==> config.mk <==
export PLATFORM = sky130hd
export DESIGN_NAME = tmc_timer
export DESIGN_NICKNAME = d
export VERILOG_FILES = /design/src/verilog/tmc_pkg.sv /design/src/verilog/tmc_timer.sv /design/src/verilog/tmc_prescaler.sv /design/src/verilog/tmc_pin_sync.sv
export SDC_FILE = /design/constraint.sdc
export NUM_CORES = 1
export LEC_CHECK = 0
export ABC_CLOCK_PERIOD_IN_PS = 2700
export BUFFER_PORTS_ARGS = -buffer_cell sky130_fd_sc_hd__buf_2
export CAP_MARGIN = 20
export CORE_MARGIN = 5
export CORE_UTILIZATION = 60
export DETAILED_ROUTE_END_ITERATION = 10
export GPL_TIMING_DRIVEN = 0
export PLACE_DENSITY = 0.83
export SLEW_MARGIN = 5
export SYNTH_ARGS = -nofsm -noshare
export SYNTH_HDL_FRONTEND = slang
export SYNTH_HIERARCHICAL = 1
export SYNTH_SLANG_ARGS = --single-unit
==> constraint.sdc <==
create_clock -name clk -period 2.7 [get_ports clk]
set_input_delay 0.135 -clock clk [delete_from_list [all_inputs] [get_ports clk]]
set_output_delay 0.135 -clock clk [all_outputs]
set_load 0.02 [all_outputs]
==> src/verilog/tmc_pkg.sv <==
`default_nettype none
package tmc_pkg;
  // channel indices
  localparam int NUM_CH = 4;
  localparam int CH_ZERO = 0;
  localparam int CH_ONE = 1;
  localparam int CH_CAPTURE = 2;
  localparam int CH_AUX = 3;
  // register map, one aligned word each, channel block every 32 bytes
  localparam int ADDR_W = 8;
  localparam int CH_SHIFT = 5;
  localparam int CH_SEL_W = 2;
  localparam logic [7:0] REG_MASK = 8'h1f;
  localparam logic [7:0] OFF_CONTROL = 8'h00;
  localparam logic [7:0] OFF_STATUS = 8'h04;
  localparam logic [7:0] OFF_COUNTER = 8'h08;
  localparam logic [7:0] OFF_CONST_A = 8'h0c;
  localparam logic [7:0] OFF_CONST_B = 8'h10;
  localparam logic [7:0] OFF_SERIAL_TIMER = 8'h80;
  // reset values and limits
  localparam logic [7:0] CONTROL_RESET = 8'h00;
  localparam logic [7:0] COUNTER_RESET = 8'h00;
  localparam logic [7:0] CONST_RESET = 8'hff;
  localparam logic [7:0] MAX_COUNT = 8'hff;
  localparam int STATUS_FLAG_LSB = 5;
  // prescaler: tick[i] marks a falling edge of clk divided by 2**(i+1)
  localparam int PRESCALE_W = 11;
  localparam int TAP_DIV2 = 0;
  localparam int TAP_DIV4 = 1;
  localparam int TAP_DIV8 = 2;
  localparam int TAP_DIV32 = 4;
  localparam int TAP_DIV64 = 5;
  localparam int TAP_DIV128 = 6;
  localparam int TAP_DIV256 = 7;
  localparam int TAP_DIV1024 = 9;
  localparam int TAP_DIV2048 = 10;

  typedef enum logic [2:0] {
    CKS_STOP = 3'h0, CKS_INT1 = 3'h1, CKS_INT2 = 3'h2, CKS_INT3 = 3'h3,
    CKS_CASCADE = 3'h4, CKS_EXT_RISE = 3'h5, CKS_EXT_FALL = 3'h6, CKS_EXT_BOTH = 3'h7
  } tmc_cks_t;

  typedef enum logic [1:0] {
    CLR_NEVER = 2'h0, CLR_MATCH_A = 2'h1, CLR_MATCH_B = 2'h2, CLR_EXT = 2'h3
  } tmc_clr_t;

  // timer_control layout, bit 7 down to bit 0
  typedef struct packed {
    logic matchBIrqEnable;
    logic matchAIrqEnable;
    logic wrapIrqEnable;
    tmc_clr_t clearSelect;
    tmc_cks_t clockSelect;
  } tmc_ctrl_t;

  typedef struct packed {
    logic matchB;
    logic matchA;
    logic wrap;
  } tmc_flags_t;

  typedef struct packed {
    logic level;
    logic rise;
    logic fall;
  } tmc_edge_t;
endpackage : tmc_pkg
`default_nettype wire

==> src/verilog/tmc_timer.sv <==
// How it works
// - bit 7 gates match B request
// - bit 6 gates match A request
// - bit 5 gates wrap request
// - capture channel never raises requests
// - bits 4:3 pick counter clear source
// - clock select zero stops counting
// - channel zero prescale taps, refine bit 0
// - channel one prescale taps, refine bit 1
// - channel zero counts channel one wraps
// - channel one counts channel zero match A events
// - mutual cascade gives neither any clock
// - aux channel taps four, 256, 2048
// - capture channel taps one, two, four
// - codes 101-111 count external edges
// - equality sets match flags, constant write suppresses
// - wrap from ff to 00 sets flag
// - flag clears by read one, write zero
`timescale 1ns/100ps
`default_nettype none
module tmc_timer import tmc_pkg::*; #(
  parameter int CHANNELS = NUM_CH
) (
  // clock and reset
  input wire logic clk,
  input wire logic reset,
  // apb slave
  input wire logic psel,
  input wire logic penable,
  input wire logic pwrite,
  input wire logic [ADDR_W-1:0] paddr,
  input wire logic [31:0] pwdata,
  output logic [31:0] prdata,
  output logic pready,
  output logic pslverr,
  // external clock and reset pins, one pair per channel
  input wire logic [CHANNELS-1:0] extClock,
  input wire logic [CHANNELS-1:0] extReset,
  // interrupt requests, levels
  output logic [CHANNELS-1:0] matchAReq,
  output logic [CHANNELS-1:0] matchBReq,
  output logic [CHANNELS-1:0] wrapReq
);
  // channel-to-tap decode; the prescaler taps mark falling edges of the divided clock
  function automatic logic chanTick(input int ch, input tmc_cks_t cks, input logic [1:0] refine,
                                    input logic [PRESCALE_W-1:0] tick, input tmc_edge_t ext,
                                    input logic cascadeIn);
    logic t;
    t = 1'b0;
    unique case (cks)
      CKS_STOP: t = 1'b0;
      CKS_INT1: begin
        if (ch == CH_ZERO) t = refine[CH_ZERO] ? tick[TAP_DIV2] : tick[TAP_DIV8];
        else if (ch == CH_ONE) t = refine[CH_ONE] ? tick[TAP_DIV2] : tick[TAP_DIV8];
        else if (ch == CH_AUX) t = tick[TAP_DIV4];
        else t = 1'b1;
      end
      CKS_INT2: begin
        if (ch == CH_ZERO) t = refine[CH_ZERO] ? tick[TAP_DIV32] : tick[TAP_DIV64];
        else if (ch == CH_ONE) t = refine[CH_ONE] ? tick[TAP_DIV128] : tick[TAP_DIV64];
        else if (ch == CH_AUX) t = tick[TAP_DIV256];
        else t = tick[TAP_DIV2];
      end
      CKS_INT3: begin
        if (ch == CH_ZERO) t = refine[CH_ZERO] ? tick[TAP_DIV256] : tick[TAP_DIV1024];
        else if (ch == CH_ONE) t = refine[CH_ONE] ? tick[TAP_DIV2048] : tick[TAP_DIV1024];
        else if (ch == CH_AUX) t = tick[TAP_DIV2048];
        else t = tick[TAP_DIV4];
      end
      // only the cascaded pair has a cascade source; others stop
      CKS_CASCADE: t = (ch == CH_ZERO || ch == CH_ONE) ? cascadeIn : 1'b0;
      CKS_EXT_RISE: t = ext.rise;
      CKS_EXT_FALL: t = ext.fall;
      CKS_EXT_BOTH: t = ext.rise | ext.fall;
    endcase
    return t;
  endfunction : chanTick

  function automatic logic isChan(input logic [ADDR_W-1:0] a);
    return a < OFF_SERIAL_TIMER;
  endfunction : isChan

  function automatic logic [CH_SEL_W-1:0] chanOf(input logic [ADDR_W-1:0] a);
    return a[CH_SHIFT +: CH_SEL_W];
  endfunction : chanOf

  function automatic logic [7:0] regOf(input logic [ADDR_W-1:0] a);
    return a & REG_MASK;
  endfunction : regOf

  logic [PRESCALE_W-1:0] tick;
  tmc_edge_t extClkEdge [CHANNELS];
  tmc_edge_t extRstEdge [CHANNELS];

  tmc_prescaler #(.WIDTH(PRESCALE_W)) u_prescaler (
    .clk(clk),
    .reset(reset),
    .tick(tick)
  );

  // per-channel state
  tmc_ctrl_t ctrl_q [CHANNELS];
  tmc_ctrl_t ctrl_d [CHANNELS];
  logic [7:0] cnt_q [CHANNELS];
  logic [7:0] cnt_d [CHANNELS];
  logic [7:0] constA_q [CHANNELS];
  logic [7:0] constA_d [CHANNELS];
  logic [7:0] constB_q [CHANNELS];
  logic [7:0] constB_d [CHANNELS];
  tmc_flags_t flags_q [CHANNELS];
  tmc_flags_t flags_d [CHANNELS];
  tmc_flags_t armed_q [CHANNELS];
  tmc_flags_t armed_d [CHANNELS];
  logic [CHANNELS-1:0] eqA_q, eqA_d, eqB_q, eqB_d;
  logic [CHANNELS-1:0] matchAReq_q, matchAReq_d;
  logic [CHANNELS-1:0] matchBReq_q, matchBReq_d;
  logic [CHANNELS-1:0] wrapReq_q, wrapReq_d;
  logic [CHANNELS-1:0] matchAEvt, matchBEvt, countEn, clearEvt, wrapEvt, cascadeIn;

  // apb state
  logic [1:0] refine_q, refine_d;
  logic [31:0] prdata_q, prdata_d;
  logic pready_q, pready_d, pslverr_q, pslverr_d;
  logic wrEn, rdDone, cascadeLoop;

  // the access phase always lasts one cycle: data and answer are prepared at setup
  assign wrEn = psel & penable & pready_q & pwrite & ~pslverr_q;
  assign rdDone = psel & penable & pready_q & ~pwrite & ~pslverr_q;

  always_comb begin
    pready_d = psel & ~penable;
    pslverr_d = 1'b0;
    prdata_d = '0;
    refine_d = refine_q;
    if (psel && !penable) begin
      if (paddr == OFF_SERIAL_TIMER) begin
        prdata_d = 32'(refine_q);
      end else if (isChan(paddr) && 32'(chanOf(paddr)) < CHANNELS) begin
        unique case (regOf(paddr))
          OFF_CONTROL: prdata_d = 32'(ctrl_q[chanOf(paddr)]);
          OFF_STATUS: prdata_d = 32'(flags_q[chanOf(paddr)]) << STATUS_FLAG_LSB;
          OFF_COUNTER: prdata_d = 32'(cnt_q[chanOf(paddr)]);
          OFF_CONST_A: prdata_d = 32'(constA_q[chanOf(paddr)]);
          OFF_CONST_B: prdata_d = 32'(constB_q[chanOf(paddr)]);
          default: pslverr_d = 1'b1;
        endcase
      end else begin
        pslverr_d = 1'b1;
      end
    end
    if (wrEn && paddr == OFF_SERIAL_TIMER) begin
      refine_d = pwdata[1:0];
    end
  end

  always_ff @(posedge clk) begin
    if (reset) begin
      pready_q <= 1'b0;
      pslverr_q <= 1'b0;
      prdata_q <= '0;
      refine_q <= '0;
    end else begin
      pready_q <= pready_d;
      pslverr_q <= pslverr_d;
      prdata_q <= prdata_d;
      refine_q <= refine_d;
    end
  end

  // a mutual cascade would need each counter to wait on the other
  assign cascadeLoop = ctrl_q[CH_ZERO].clockSelect == CKS_CASCADE &&
                       ctrl_q[CH_ONE].clockSelect == CKS_CASCADE;
  assign cascadeIn[CH_ZERO] = wrapEvt[CH_ONE];
  assign cascadeIn[CH_ONE] = matchAEvt[CH_ZERO];

  for (genvar g = 0; g < CHANNELS; g++) begin : g_ch
    logic hit, suppressA, suppressB, eqA, eqB;

    if (g > CH_ONE) begin : g_nocas
      assign cascadeIn[g] = 1'b0;
    end

    tmc_pin_sync u_clk_sync (
      .clk(clk),
      .reset(reset),
      .pin(extClock[g]),
      .edges(extClkEdge[g])
    );

    tmc_pin_sync u_rst_sync (
      .clk(clk),
      .reset(reset),
      .pin(extReset[g]),
      .edges(extRstEdge[g])
    );

    assign hit = isChan(paddr) && 32'(chanOf(paddr)) == g;
    // no compare while its constant is being written
    assign suppressA = wrEn && hit && regOf(paddr) == OFF_CONST_A;
    assign suppressB = wrEn && hit && regOf(paddr) == OFF_CONST_B;
    assign eqA = cnt_q[g] == constA_q[g] && !suppressA;
    assign eqB = cnt_q[g] == constB_q[g] && !suppressB;
    assign matchAEvt[g] = eqA & ~eqA_q[g];
    assign matchBEvt[g] = eqB & ~eqB_q[g];
    assign countEn[g] = (g <= CH_ONE && cascadeLoop) ? 1'b0 :
                        chanTick(g, ctrl_q[g].clockSelect, refine_q, tick,
                                 extClkEdge[g], cascadeIn[g]);
    always_comb begin
      unique case (ctrl_q[g].clearSelect)
        CLR_NEVER: clearEvt[g] = 1'b0;
        CLR_MATCH_A: clearEvt[g] = matchAEvt[g];
        CLR_MATCH_B: clearEvt[g] = matchBEvt[g];
        CLR_EXT: clearEvt[g] = extRstEdge[g].rise;
      endcase
    end
    assign wrapEvt[g] = countEn[g] && cnt_q[g] == MAX_COUNT && !clearEvt[g];

    always_comb begin
      tmc_flags_t setF;
      tmc_flags_t clrF;
      setF = '{matchB: matchBEvt[g], matchA: matchAEvt[g], wrap: wrapEvt[g]};
      clrF = '0;
      ctrl_d[g] = ctrl_q[g];
      cnt_d[g] = cnt_q[g];
      constA_d[g] = constA_q[g];
      constB_d[g] = constB_q[g];
      armed_d[g] = armed_q[g];
      if (clearEvt[g]) cnt_d[g] = COUNTER_RESET;
      else if (countEn[g]) cnt_d[g] = cnt_q[g] + 8'h01;
      if (rdDone && hit && regOf(paddr) == OFF_STATUS) begin
        armed_d[g] = armed_q[g] | flags_q[g];
      end
      if (wrEn && hit) begin
        unique case (regOf(paddr))
          OFF_CONTROL: ctrl_d[g] = tmc_ctrl_t'(pwdata[7:0]);
          OFF_COUNTER: cnt_d[g] = pwdata[7:0];
          OFF_CONST_A: constA_d[g] = pwdata[7:0];
          OFF_CONST_B: constB_d[g] = pwdata[7:0];
          OFF_STATUS: begin
            // writing one leaves a flag alone; zero clears only an armed flag
            clrF = armed_q[g] & ~tmc_flags_t'(pwdata[STATUS_FLAG_LSB +: 3]);
            armed_d[g] = '0;
          end
          default: ;
        endcase
      end
      flags_d[g] = (flags_q[g] & ~clrF) | setF;
      eqA_d[g] = eqA;
      eqB_d[g] = eqB;
      // the capture channel's request lines are always held low
      matchBReq_d[g] = g != CH_CAPTURE && flags_q[g].matchB && ctrl_q[g].matchBIrqEnable;
      matchAReq_d[g] = g != CH_CAPTURE && flags_q[g].matchA && ctrl_q[g].matchAIrqEnable;
      wrapReq_d[g] = g != CH_CAPTURE && flags_q[g].wrap && ctrl_q[g].wrapIrqEnable;
    end

    always_ff @(posedge clk) begin
      if (reset) begin
        ctrl_q[g] <= tmc_ctrl_t'(CONTROL_RESET);
        cnt_q[g] <= COUNTER_RESET;
        constA_q[g] <= CONST_RESET;
        constB_q[g] <= CONST_RESET;
        flags_q[g] <= '0;
        armed_q[g] <= '0;
        eqA_q[g] <= 1'b0;
        eqB_q[g] <= 1'b0;
        matchAReq_q[g] <= 1'b0;
        matchBReq_q[g] <= 1'b0;
        wrapReq_q[g] <= 1'b0;
      end else begin
        ctrl_q[g] <= ctrl_d[g];
        cnt_q[g] <= cnt_d[g];
        constA_q[g] <= constA_d[g];
        constB_q[g] <= constB_d[g];
        flags_q[g] <= flags_d[g];
        armed_q[g] <= armed_d[g];
        eqA_q[g] <= eqA_d[g];
        eqB_q[g] <= eqB_d[g];
        matchAReq_q[g] <= matchAReq_d[g];
        matchBReq_q[g] <= matchBReq_d[g];
        wrapReq_q[g] <= wrapReq_d[g];
      end
    end
  end

  assign prdata = prdata_q;
  assign pready = pready_q;
  assign pslverr = pslverr_q;
  assign matchAReq = matchAReq_q;
  assign matchBReq = matchBReq_q;
  assign wrapReq = wrapReq_q;
endmodule : tmc_timer
`default_nettype wire

==> src/verilog/tmc_prescaler.sv <==
`timescale 1ns/100ps
`default_nettype none
module tmc_prescaler import tmc_pkg::*; #(
  parameter int WIDTH = PRESCALE_W
) (
  // clock and reset
  input wire logic clk,
  input wire logic reset,
  // one-cycle strobes at each falling edge of a divided clock
  output logic [WIDTH-1:0] tick
);
  logic [WIDTH-1:0] div_q, div_d;
  logic [WIDTH-1:0] tick_q, tick_d;

  always_comb begin
    logic ones;
    ones = 1'b1;
    div_d = div_q + 1'b1;
    for (int i = 0; i < WIDTH; i++) begin
      // bit i falls exactly when bits i..0 roll over from all ones
      ones = ones & div_q[i];
      tick_d[i] = ones;
    end
  end

  always_ff @(posedge clk) begin
    if (reset) begin
      div_q <= '0;
      tick_q <= '0;
    end else begin
      div_q <= div_d;
      tick_q <= tick_d;
    end
  end

  assign tick = tick_q;
endmodule : tmc_prescaler
`default_nettype wire

==> src/verilog/tmc_pin_sync.sv <==
`timescale 1ns/100ps
`default_nettype none
module tmc_pin_sync import tmc_pkg::*; (
  // clock and reset
  input wire logic clk,
  input wire logic reset,
  // asynchronous pin
  input wire logic pin,
  // filtered level and one-cycle edge strobes
  output tmc_edge_t edges
);
  logic s1_q, s2_q, s3_q;
  logic level_q, level_d;
  logic agree;

  // a change counts only once the second and third stages agree
  assign agree = (s2_q == s3_q);

  always_comb begin
    level_d = agree ? s3_q : level_q;
  end

  always_ff @(posedge clk) begin
    if (reset) begin
      s1_q <= 1'b0;
      s2_q <= 1'b0;
      s3_q <= 1'b0;
      level_q <= 1'b0;
    end else begin
      s1_q <= pin;
      s2_q <= s1_q;
      s3_q <= s2_q;
      level_q <= level_d;
    end
  end

  assign edges.level = level_q;
  assign edges.rise = agree & s3_q & ~level_q;
  assign edges.fall = agree & ~s3_q & level_q;
endmodule : tmc_pin_sync
`default_nettype wire

# == Word level (Yosys, flattened, before mapping) ==
# Memory sizes are Yosys's and may differ from the RTL's.
# Index checks and enable logic that the tools add are counted.
# word_totals
register_bits,83
latchBits,0
mem_bits_rw,152
rom_bits,0
input_bits,53
out_inout_bits,46
elab_cells,448
mem_count,6
# classes
add_sub_neg,5
mul,0
div_mod_pow,0
magnitude_cmp,1
eq_ne,68
shifts,0
mux,108
bitwise,123
reduce_logical,81
# mem_list
memory,words,width,read_ports,rd_clocked_by_memory_dff,wr,line,rtl
cnt_q,4,8,5,0,4,tmc_timer.sv:104,logic [7:0] cnt_q [CHANNELS];
constA_q,4,8,5,0,4,tmc_timer.sv:106,logic [7:0] constA_q [CHANNELS];
constB_q,4,8,5,0,4,tmc_timer.sv:108,logic [7:0] constB_q [CHANNELS];
ctrl_q,4,8,5,0,4,tmc_timer.sv:102,tmc_ctrl_t ctrl_q [CHANNELS];
armed_q,4,3,4,0,4,tmc_timer.sv:112,tmc_flags_t armed_q [CHANNELS];
flags_q,4,3,5,0,4,tmc_timer.sv:110,tmc_flags_t flags_q [CHANNELS];
# op_table
op,count
8-bit two-way mux,56
3-bit two-way mux,28
8-bit == test,8
1-bit logical AND,52
1-bit AND,49
3-bit == test (second input constant),16
8-bit == test (second input constant),5
8-bit case mux with 5 select lines,1
8-bit by 1-bit adder with 8-bit output (second input constant),4
1-bit bitwise OR,28
1-bit NOT,25
3-bit AND,8
3-bit by 2-bit == test with 1-bit output (second input constant),8
3-bit bitwise OR,8
2-bit == test (second input constant),10
1-bit case mux with 4 select lines,4
1-bit case mux with 8 select lines,2
3-bit NOT,5
1-bit case mux with 7 select lines,2
1-bit logical NOT,13
1-bit two-way mux,13
3-bit by 1-bit == test with 1-bit output (second input constant),4
3-bit logical NOT,4
11-bit by 1-bit adder with 11-bit output (second input constant),1
other kinds (13),32

# == Logic depth before layout (Yosys ltp) ==
# Gate-level depths: netlist of run 1.
# logic_depth
word_depth,20
ltp_mapped,11
depth_no_buf,10

# == Modules after synthesis ==
# Netlist of run 1, hierarchy kept.
# by_module_without_submodules
mod,n_inst,cells_each,area_each_um2,seq_area_each_um2
tmc_timer,1,1036,9471.6,3623.5
tmc_pin_sync,8,16,162.7,80.1
tmc_prescaler,1,71,733.2,440.4

# == Worst setup path after synthesis of run 1 ==
# OpenSTA, ideal clock, no wires.
# synth_path
kind,reg2reg
start,"reg pslverr_q, in the netlist pslverr"
end,mem cnt_q[1][5]
setup_ns,0.074
arrival_ns,2.251
required_ns,2.626
setup_slack_ns,0.374
path_stages_with_launch,9
path_buffers,1
period_less_slack_ns,2.326
path_cell_list,dfxtp_1 and4b_1 nand4_1 buf_2 nand4_1 a21oi_2 nand4_1 or4b_1 a31oi_1
# synth_lines
item,line,rtl
from (decl),tmc_timer.sv:123,"logic pready_q, pready_d, pslverr_q, pslverr_d;"
from (signal assigned),tmc_timer.sv:164,pslverr_q <= pslverr_d;
to (decl),tmc_timer.sv:104,

==> results by group, run 1 <==
Setup path
  – Critical-path cell list: mux4_2 > mux2_2 > a22oi_2 > nand2_1 > a31oi_4 > buf_4 > mux2i_1 > nand2_1
  – Critical path type: reg -> reg
  – Max Fanout on Critical Path: 10
  – Worst path most repeated cell: nand2_1
  – WP data arrival: 3.04 ns
  – CP Capture Type: register
  – CP top delay family: multiplexers
  – Worst Path Required: 3.12 ns
  – Crit-path slowest cell: mux4_2
  – Slowest stage delay, CP: around 0.53 ns
  – WP buf/inv: 1
  – Startpoint types: register

Clocking
  – Worst-skew pair later-pin latency: 0.53 ns
  – Total CTS buffers: 25
  – CTS tree: done
  – # H-tree levels: 1
  – Reg clk slew, reported paths: 0.06 ns
  – Root Driver: clkbuf_16
  – Clk sinks: ~230
  – Clock buffer depth: 3

Pwr
  – Switching power: 1769 uW
  – Comb power frac: 0.058
  – Sw Ratio: 0.2317
  – Power Total: 7635 uW
  – Cell Int Power: 5866 uW
  – VDD IR-drop max: 626.2 uV
  – Pwr Density: 581.4 nW/um^2
  – Clock Power Share: 0.482
  – Leak pwr: 0.004932 uW
  – Sequential Power Share: 0.459

Layout
  – Storage element area: 4671 um^2
  – Nets: 1398
  – Filler Cell Count: 1390
  – # diodes: 0
  – Ratio of cells with drive above 1 in the final layout: 0.1499
  – Area Growth Syn to Fin: 15.49%
  – Area of the multi-input gates: between 6000 and 7000 um^2

Timing
  – Fin. Hold Viols: 0
  – Final Cycle Share: 0.9725
  – Final Max Tran Viols: 0
  – Hold WS: 0.02933 ns
  – Fin crit period: 2.626 ns
  – Final setup viols: 0
  – Final Skew: 0.01533 ns
  – Fmax achieved: 380.9 MHz
  – Worst Max-Slew Pin Slew: 1.148 ns
  – Worst relative slew slack: 0.2277

Placed design
  – Post-DP HPWL: 26110 um
  – RePlAce Congestion: 0.9892
  – Port Buffer Count: 42

Detailed routing
  – DR DRC count: 0
  – WL/cell: 23.05 um
  – Routed WL: 36310 um
  – Number of vias per cell: 6.361
  – Initial drt markers: 1164
  – Drt first pass iters: 6
  – Final ANT Viol Nets: 0
  – Vias post-DR: 10019

Synthesis
  – Syn Inst Count: between 1000 and 1500
  – Syn Std Cell Area: 11370 um^2
  – Yosys warning total: 6
  – Avg Cell Area, Syn: between 9 and 10 um^2

Global route
  – Total gr overflow: 0
  – First-pass GRT wire length: 55120 um
  – GRT Total Usage: 0.3252
  – Met3 Usage GRT: 0.06407
  – Vias in the first global route: around 9600
  – Largest net degree at the start of global routing: 40
  – Grt met2 use: 0.5130
  – Met1 Use GR: 0.4275
  – Initial antenna violation count: 0
  – Top Usage Layer GRT: met2

Floorplanning
  – Die Width: around 150 um
  – Rows: 50
  – Die H: 147.7 um
  – Ports: 99
  – Die area: 21810 um^2
  – Core area: ~19000 um^2
  – Initial core utilization: 0.6079

Run status
  – Outcome: finished clean

Job
  – Number of max-cap violations: 0

Hold path
  – Hold WC Path Type: in -> reg
## registers in the layout (all words and copies together), names as in the netlist, 9 cells and up
signal / flops
cnt_q: 32
u_prescaler/tick: 9
armed_q: 12
flags_q: 12
u_prescaler/div_q: 11
constB_q: 32
constA_q: 32
ctrl_q: 32
## metal layers
metal  routed length [um]  up-vias
li1                     -     4467
met2                16110      631
met5                    0        -
met3                 4356      150
met4                 2105        0
met1                13740     4771
## path summary, 6_finish.rpt
path                                         startpoint                      end  cells past startpoint  slack (ns)
worst max-delay path                        refine_q[1]              cnt_q[0][4]                      8        0.07
worst min-delay path                               psel                   pready                      2        0.03
worst min register to register  g_ch[1].u_clk_sync/s1_q  g_ch[1].u_clk_sync/s2_q                      1        0.44
worst max register to register              refine_q[1]              cnt_q[0][4]                      8        0.07
## metrics by stage
step                setup TNS, ns  setup WS (ns)  std cells  cell area [um^2]    util
floorplan                       0         0.3744       1245             11470       -
global placement           -8.306        -0.5060       1521             11970  0.6400
detailed placement         -8.718        -0.5354       1522             11980  0.6406
CTS                             0       0.008895       1577             13080  0.6991
global route            -0.001175      -0.001175       1575             13130  0.7021
finish                          0        0.07429       1575             13130  0.7021
## power groups by stage
stage          logic, uW  clock network [uW]  registers, uW
2_1_floorplan        278                   0           3560
3_3_place_gp         423                   0           3560
3_5_place_dp         431                   0           3560
4_1_cts              439                3700           3500
5_1_grt              468                3840           3510
6_report             445                3680           3510
## cell usage in the layout (no fill, tap or decap), types with 24 or more instances in the layout
| cell type | n |
|---|---|
| nor2b_1 | 33 |
| clkbuf_16 | 25 |
| mux4_2 | 37 |
| nand3_1 | 45 |
| xor2_1 | 58 |
| nor2_1 | 91 |
| dfxtp_1 | 228 |
| buf_4 | 33 |
| buf_2 | 51 |
| nand2_1 | 143 |
| inv_1 | 27 |
| conb_1 | 27 |
| a21oi_1 | 49 |
| mux2i_1 | 91 |
| xnor2_1 | 24 |
| o21ai_0 | 37 |
| clkbuf_1 | 55 |
## worst register-to-register path: cells and delay by family, from the launching register on
family          cells  cell delay [ns]
simple gates        2             0.23
compound gates      2             0.59
buf+inv             1             0.25
flops               1             0.43
mux                 3             1.03
## area by class of cell
class / count / share of cell area
Buffer: 96 / 0.03716
Clock buffer: 34 / 0.05478
Clock inverter: 11 / 0.01267
Inverter: 27 / 0.007717
Multi-Input combinational cell: 881 / 0.4819
Sequential cell: 233 / 0.3557
Tap cell: 234 / 0.02229
Timing Repair Buffer: 59 / 0.02782
## repair_timing
item                                    CTS  global route
hold buffers                             12             0
resized for setup                        15            16
endpoints found under the setup margin   26            21
buffers inserted                          3             1
pin swaps                                 2             5
hold endpoints to repair                 15             0
Note: power is estimated with default switching activity, not from simulation.
==> inputs of run 2 (changes only) <==
--- a/config.mk
+++ b/config.mk
@@ -5,7 +5,8 @@
 export SDC_FILE = /design/constraint.sdc
 export NUM_CORES = 1
 export LEC_CHECK = 0
-export ABC_CLOCK_PERIOD_IN_PS = 2700
+export ABC_AREA = 1
+export ABC_CLOCK_PERIOD_IN_PS = 2600
 export BUFFER_PORTS_ARGS = -buffer_cell sky130_fd_sc_hd__buf_2
 export CAP_MARGIN = 20
 export CORE_MARGIN = 5
==> constraint.sdc (replaced) <==
create_clock -name clk -period 2.6 [get_ports clk]
set_input_delay 0.13 -clock clk [delete_from_list [all_inputs] [get_ports clk]]
set_output_delay 0.13 -clock clk [all_outputs]
set_load 0.02 [all_outputs]
==> run 2 against run 1 <==
Net effect:
- clock skew is 0.0079 ns higher
- global-route usage is 2.3 points higher
- non-clock buffer count stayed put
- synthesized cell count is 31% higher
- critical path type unchanged
==> results by group, run 2 <==
Run status
  – Outcome: finished clean

Placed design
  – Setup WS pre-CTS: -0.03412 ns
  – RePlAce Congestion: 1.018
  – Post-DP HPWL: 28740 um
  – Port Buffer Count: 46

Synthesis
  – Syn Inst Count: 1597
  – Yosys warning total: 6
  – Syn Std Cell Area: 11670 um^2
  – Avg Cell Area, Syn: 7.307 um^2

Timing
  – Final setup viols: 0
  – Hold WS: 0.07588 ns
  – Final Max Tran Viols: 0
  – Fin. Hold Viols: 0
  – Setup ws final: 0.1508 ns
  – Worst Max-Slew Pin Slew: approximately 1.2 ns
  – Fmax achieved: 408.3 MHz
  – Final Skew: 0.02327 ns
  – Total negative slack: 0 ns
  – Worst relative slew slack: 0.2195
  – Final Cycle Share: 0.9420
  – Fin crit period: 2.449 ns

Setup path
  – Worst Path Required: 3.06 ns
  – Max Fanout on Critical Path: 10
  – Reg-to-reg slack, setup: 0.15 ns
  – WP data arrival: 2.90 ns
  – CP Capture Type: register
  – Critical path type: reg -> reg
  – Startpoint types: register

Clocking
  – Clk sinks: 233
  – Clock buffer depth: 3
  – # H-tree levels: 1
  – CTS tree: done
  – Reg clk slew, reported paths: 0.06 ns
  – Total CTS buffers: 26
  – Root Driver: clkbuf_16
  – Worst-skew pair later-pin latency: 0.55 ns

Floorplanning
  – Core area: 19330 um^2
  – Ports: 99
  – Die H: roughly 150 um
  – Initial core utilization: 0.6036
  – Rows: between 50 and 60
  – Die Width: approximately 150 um
  – Die area: 22340 um^2

Detailed routing
  – WL/cell: 19.76 um
  – Number of vias per cell: about 5.7
  – Drt first pass iters: 6
  – Vias post-DR: 11494
  – Final ANT Viol Nets: 0
  – DR DRC count: 0
  – Routed WL: 39540 um
  – Initial drt markers: 1341

Layout
  – Ratio of cells with drive above 1 in the final layout: 0.1146
  – Util after Layout: 0.6949
  – Commonest cells after routing, fill and taps aside: nand2_1, dfxtp_1, inv_1
  – Area Growth Syn to Fin: 15.13%
  – Most common cell after layout, fill and taps aside: nand2_1
  – Nets: 1791
  – # diodes: 0

Job
  – Number of max-cap violations: 0

Global route
  – GRT Total Usage: 0.3481
  – Largest net degree at the start of global routing: 37
  – Initial antenna violation count: 0
  – Total gr overflow: 0
  – First-pass GRT wire length: 59890 um
  – Vias in the first global route: 10664

Pwr
  – Pwr Density: 589.3 nW/um^2
  – Leak pwr: 0.005713 uW
  – VDD IR-drop max: around 470 uV

Hold path
  – Hold WC Path Type: in -> reg
-- run 2: per-stage QoR --
| stage | power (uW) | cells | cell area (um^2) |
|---|---|---|---|
| 3_5_place_dp | 4140 | 1934 | 12330 |
| 3_3_place_gp | 4133 | 1934 | 12330 |
| 2_1_floorplan | 3964 | 1623 | 11770 |
| 4_1_cts | 7903 | 1999 | 13400 |
| 5_1_grt | 8117 | 2001 | 13440 |
| 6_report | 7917 | 2001 | 13440 |
-- run 2: worst paths after layout --
| kind | startpoint | end | depth (start not counted) |
|---|---|---|---|
| worst min-delay path | pwrite | refine_q[0] | 5 |
| worst max register to register | pready | cnt_q[0][5] | 13 |
| worst max-delay path | pready | cnt_q[0][5] | 13 |
| worst min register to register | g_ch[2].u_clk_sync/s1_q | g_ch[2].u_clk_sync/s2_q | 2 |
-- run 2: repair_timing --
action | 4_1_cts | 5_1_grt
resized for setup | 0 | 2
setup endpoints to repair | 0 | 11
hold endpoints to repair | 29 | 0
setup buffers | 0 | 3
hold buffers | 17 | 0
-- run 2: worst max-delay path: stages (launching register included) --
cell and delay, ns:
dfxtp_1 0.32, nand3_1 0.15, nor2_4 0.21, inv_2 0.12
nor2_2 0.13, buf_4 0.22, nand2_2 0.15, nand2_1 0.17
nor2_1 0.08, nor2_1 0.14, o32ai_2 0.17, nor2_4 0.23
nand3_1 0.11, a21oi_1 0.14
-- run 2: area by class of cell --
cell class	instances	area (um^2)
well taps	265	331.6
multi-input cells	1090	5862
plain buffers	89	464.2
inverters	210	788.3
clock buffers	40	783.3
flip-flops and latches	233	4664
repair buffers	66	422.9
fillers	1689	5899
clock inverters	8	118.9
-- run 2: power breakdown --
group	leakage, uW	internal (uW)	switching [uW]	total (uW)
clock	0.000444	2280	1530	3810
combinational	0.00338	137	351	487
sequential	0.00189	3600	17.7	3620
total	0.00571	6020	1900	7920
-- run 2: metal layers --
layer | vias up | global-route usage | routed length, um
met5 | - | 0 | 0
met4 | 0 | 0.1684 | 2350
met3 | 152 | 0.05027 | 3741
met2 | 675 | 0.5613 | 17900
met1 | 5217 | 0.4606 | 15550
li1 | 5450 | - | -
==> inputs of run 3 (changes only) <==
--- a/config.mk
+++ b/config.mk
@@ -6,14 +6,14 @@
 export NUM_CORES = 1
 export LEC_CHECK = 0
 export ABC_AREA = 1
-export ABC_CLOCK_PERIOD_IN_PS = 2600
+export ABC_CLOCK_PERIOD_IN_PS = 2900
 export BUFFER_PORTS_ARGS = -buffer_cell sky130_fd_sc_hd__buf_2
 export CAP_MARGIN = 20
 export CORE_MARGIN = 5
-export CORE_UTILIZATION = 60
+export CORE_UTILIZATION = 65
 export DETAILED_ROUTE_END_ITERATION = 10
 export GPL_TIMING_DRIVEN = 0
-export PLACE_DENSITY = 0.83
+export PLACE_DENSITY = 0.89
 export SLEW_MARGIN = 5
 export SYNTH_ARGS = -nofsm -noshare
 export SYNTH_HDL_FRONTEND = slang
==> constraint.sdc (replaced) <==
create_clock -name clk -period 2.9 [get_ports clk]
set_input_delay 0.145 -clock clk [delete_from_list [all_inputs] [get_ports clk]]
set_output_delay 0.145 -clock clk [all_outputs]
set_load 0.02 [all_outputs]
==> run 3 against run 2 <==
Net effect:
- wire length grew 1.4%
- cell count is 1.9% lower
- global-route usage is 3.3 points higher
- critical endpoint is now cnt_q[0][3]
==> results by group, run 3 (synthesized netlist as in run 2, its figures left out) <==
Run status
  – Outcome: finished clean

Timing
  – Worst relative slew slack: 0.2941
  – Worst Max-Slew Pin Slew: 1.059 ns
  – RSZ-0062 raised after global routing: false
  – Total negative slack: 0 ns
  – Final Skew: 0.01363 ns
  – Fmax achieved: 382.7 MHz
  – Final Cycle Share: 0.9010
  – Fin crit period: between 2 and 3 ns
  – Final Max Tran Viols: 0
  – Hold WS: ~0.052 ns
  – Fin. Hold Viols: 0
  – Final setup viols: 0

Detailed routing
  – DR DRC count: 0
  – Number of vias per cell: 6.041
  – Vias post-DR: 11853
  – Initial drt markers: approximately 1900
  – Routed WL: 40110 um
  – Final ANT Viol Nets: 0
  – WL/cell: 20.44 um
  – Drt first pass iters: 6

Global route
  – GRT Total Usage: 0.3809
  – First-pass GRT wire length: 60380 um
  – Vias in the first global route: 10972
  – Total gr overflow: 0
  – Largest net degree at the start of global routing: 37
  – Initial antenna violation count: 1

Floorplanning
  – Ports: 99
  – Initial core utilization: 0.6541
  – Core area: roughly 18000 um^2
  – Die H: between 100 and 150 um
  – Die area: ~21000 um^2
  – Die Width: 144.0 um
  – Rows: 49

Setup path
  – Critical-path cell list: nand3_1 > nor2_4 > inv_2 > nor2_2 > buf_4 > nand2_2 > nand2_1 > nor2_1 > nor2_1 > o32ai_1 > nor2_4 > nand3_1 > a21oi_1
  – WP data arrival: 3.07 ns
  – WP buf/inv: 2
  – Critical path type: reg -> reg
  – RR Endpoint: cnt_q[0][3]
  – Reg2Reg Depth: 13
  – CP Capture Type: register
  – Max Fanout on Critical Path: 10
  – CP top delay family: simple AND/OR/NAND/NOR gates
  – Startpoint types: register
  – Worst Path Required: 3.36 ns
  – Crit-path slowest cell: dfxtp_1
  – R2r startpoint: pready
  – Reg-to-reg slack, setup: 0.29 ns
  – Slowest stage delay, CP: roughly 0.35 ns

Placed design
  – Post-DP HPWL: 28750 um
  – RePlAce Congestion: about 1.1
  – Instance area at placement: 12280 um^2
  – Port Buffer Count: 46

Clocking
  – Reg clk slew, reported paths: 0.07 ns
  – Root Driver: clkbuf_16
  – Total CTS buffers: 25
  – Clk sinks: 233
  – # H-tree levels: 1
  – CTS tree: done
  – Clock buffer depth: 3
  – Worst-skew pair later-pin latency: 0.55 ns
  – Post-CTS resize count: 0

Layout
  – Util after Layout: 0.7465
  – Area Growth Syn to Fin: 14.12%
  – Finished Cell Area: 13320 um^2
  – Commonest cells after routing, fill and taps aside: nand2_1, dfxtp_1, inv_1
  – Ratio of cells with drive above 1 in the final layout: 0.1131
  – Nets: 1789
  – Most common cell after layout, fill and taps aside: nand2_1
  – # diodes: 0
  – Filler Cell Count: between 1000 and 1500

Pwr
  – VDD IR-drop max: 547.2 uV
  – Leak pwr: 0.005677 uW
  – Pwr Density: 524.2 nW/um^2

Job
  – Number of max-cap violations: 0

Hold path
  – Hold Path Sink: pslverr
  – Hold WC Path Type: in -> reg
  – Hold_sp: paddr[7]
  – Hold Crit Depth: 3
## run 3: power breakdown
part | switching (uW) | internal (uW) | leakage [uW]
combinational | 324 | 124 | 0.00336
clock | 1380 | 1920 | 0.000428
sequential | 16.4 | 3230 | 0.00189
total | 1720 | 5270 | 0.00568
## run 3: metrics by stage
stage	power [uW]	setup WS [ns]	instances
2_1_floorplan	3554	0.8942	1623
3_3_place_gp	3704	0.1503	1898
3_5_place_dp	3714	0.2130	1898
4_1_cts	6942	0.4277	1962
5_1_grt	7126	0.09229	1962
6_report	6982	0.2870	1962
## run 3: how the worst max path moves through the flow
stage | from | endpoint | slack (ns) | depth (start not counted)
floorplan | pready | cnt_q[0][6] | 0.89 | 15
global placement | paddr[4] | cnt_q[2][2] | 0.15 | 9
detailed placement | paddr[4] | cnt_q[2][2] | 0.21 | 9
CTS | pready | cnt_q[0][4] | 0.43 | 13
global route | pready | cnt_q[0][3] | 0.09 | 13
finish | pready | cnt_q[0][3] | 0.29 | 13
## run 3: area by class of cell
type,instances,area (um^2),share of cell area
well taps,229,286.5,0.02151
clock buffers,37,760.7,0.05712
plain buffers,90,467.9,0.03514
multi-input cells,1090,5847,0.4390
inverters,210,788.3,0.05919
flip-flops and latches,233,4664,0.3502
repair buffers,64,410.4,0.03082
clock inverters,9,92.59,0.006952
## run 3: metal layers
layer | track usage | vias to the layer above | share of wire
li1 | - | 5436 | -
met1 | 0.4871 | 5389 | 0.36
met2 | 0.5973 | 834 | 0.44
met3 | 0.08466 | 194 | 0.12
met4 | 0.2146 | 0 | 0.072
met5 | 0 | - | 0
## run 3: tightest hold or removal path, cell delays in order
cell and delay, ns:
buf_2 0.16, a21oi_1 0.09, nor3_1 0.16
## run 3: timing repair
action	CTS	global route
buffers inserted	0	0
endpoints found under the hold margin	30	0
hold buffers	18	0
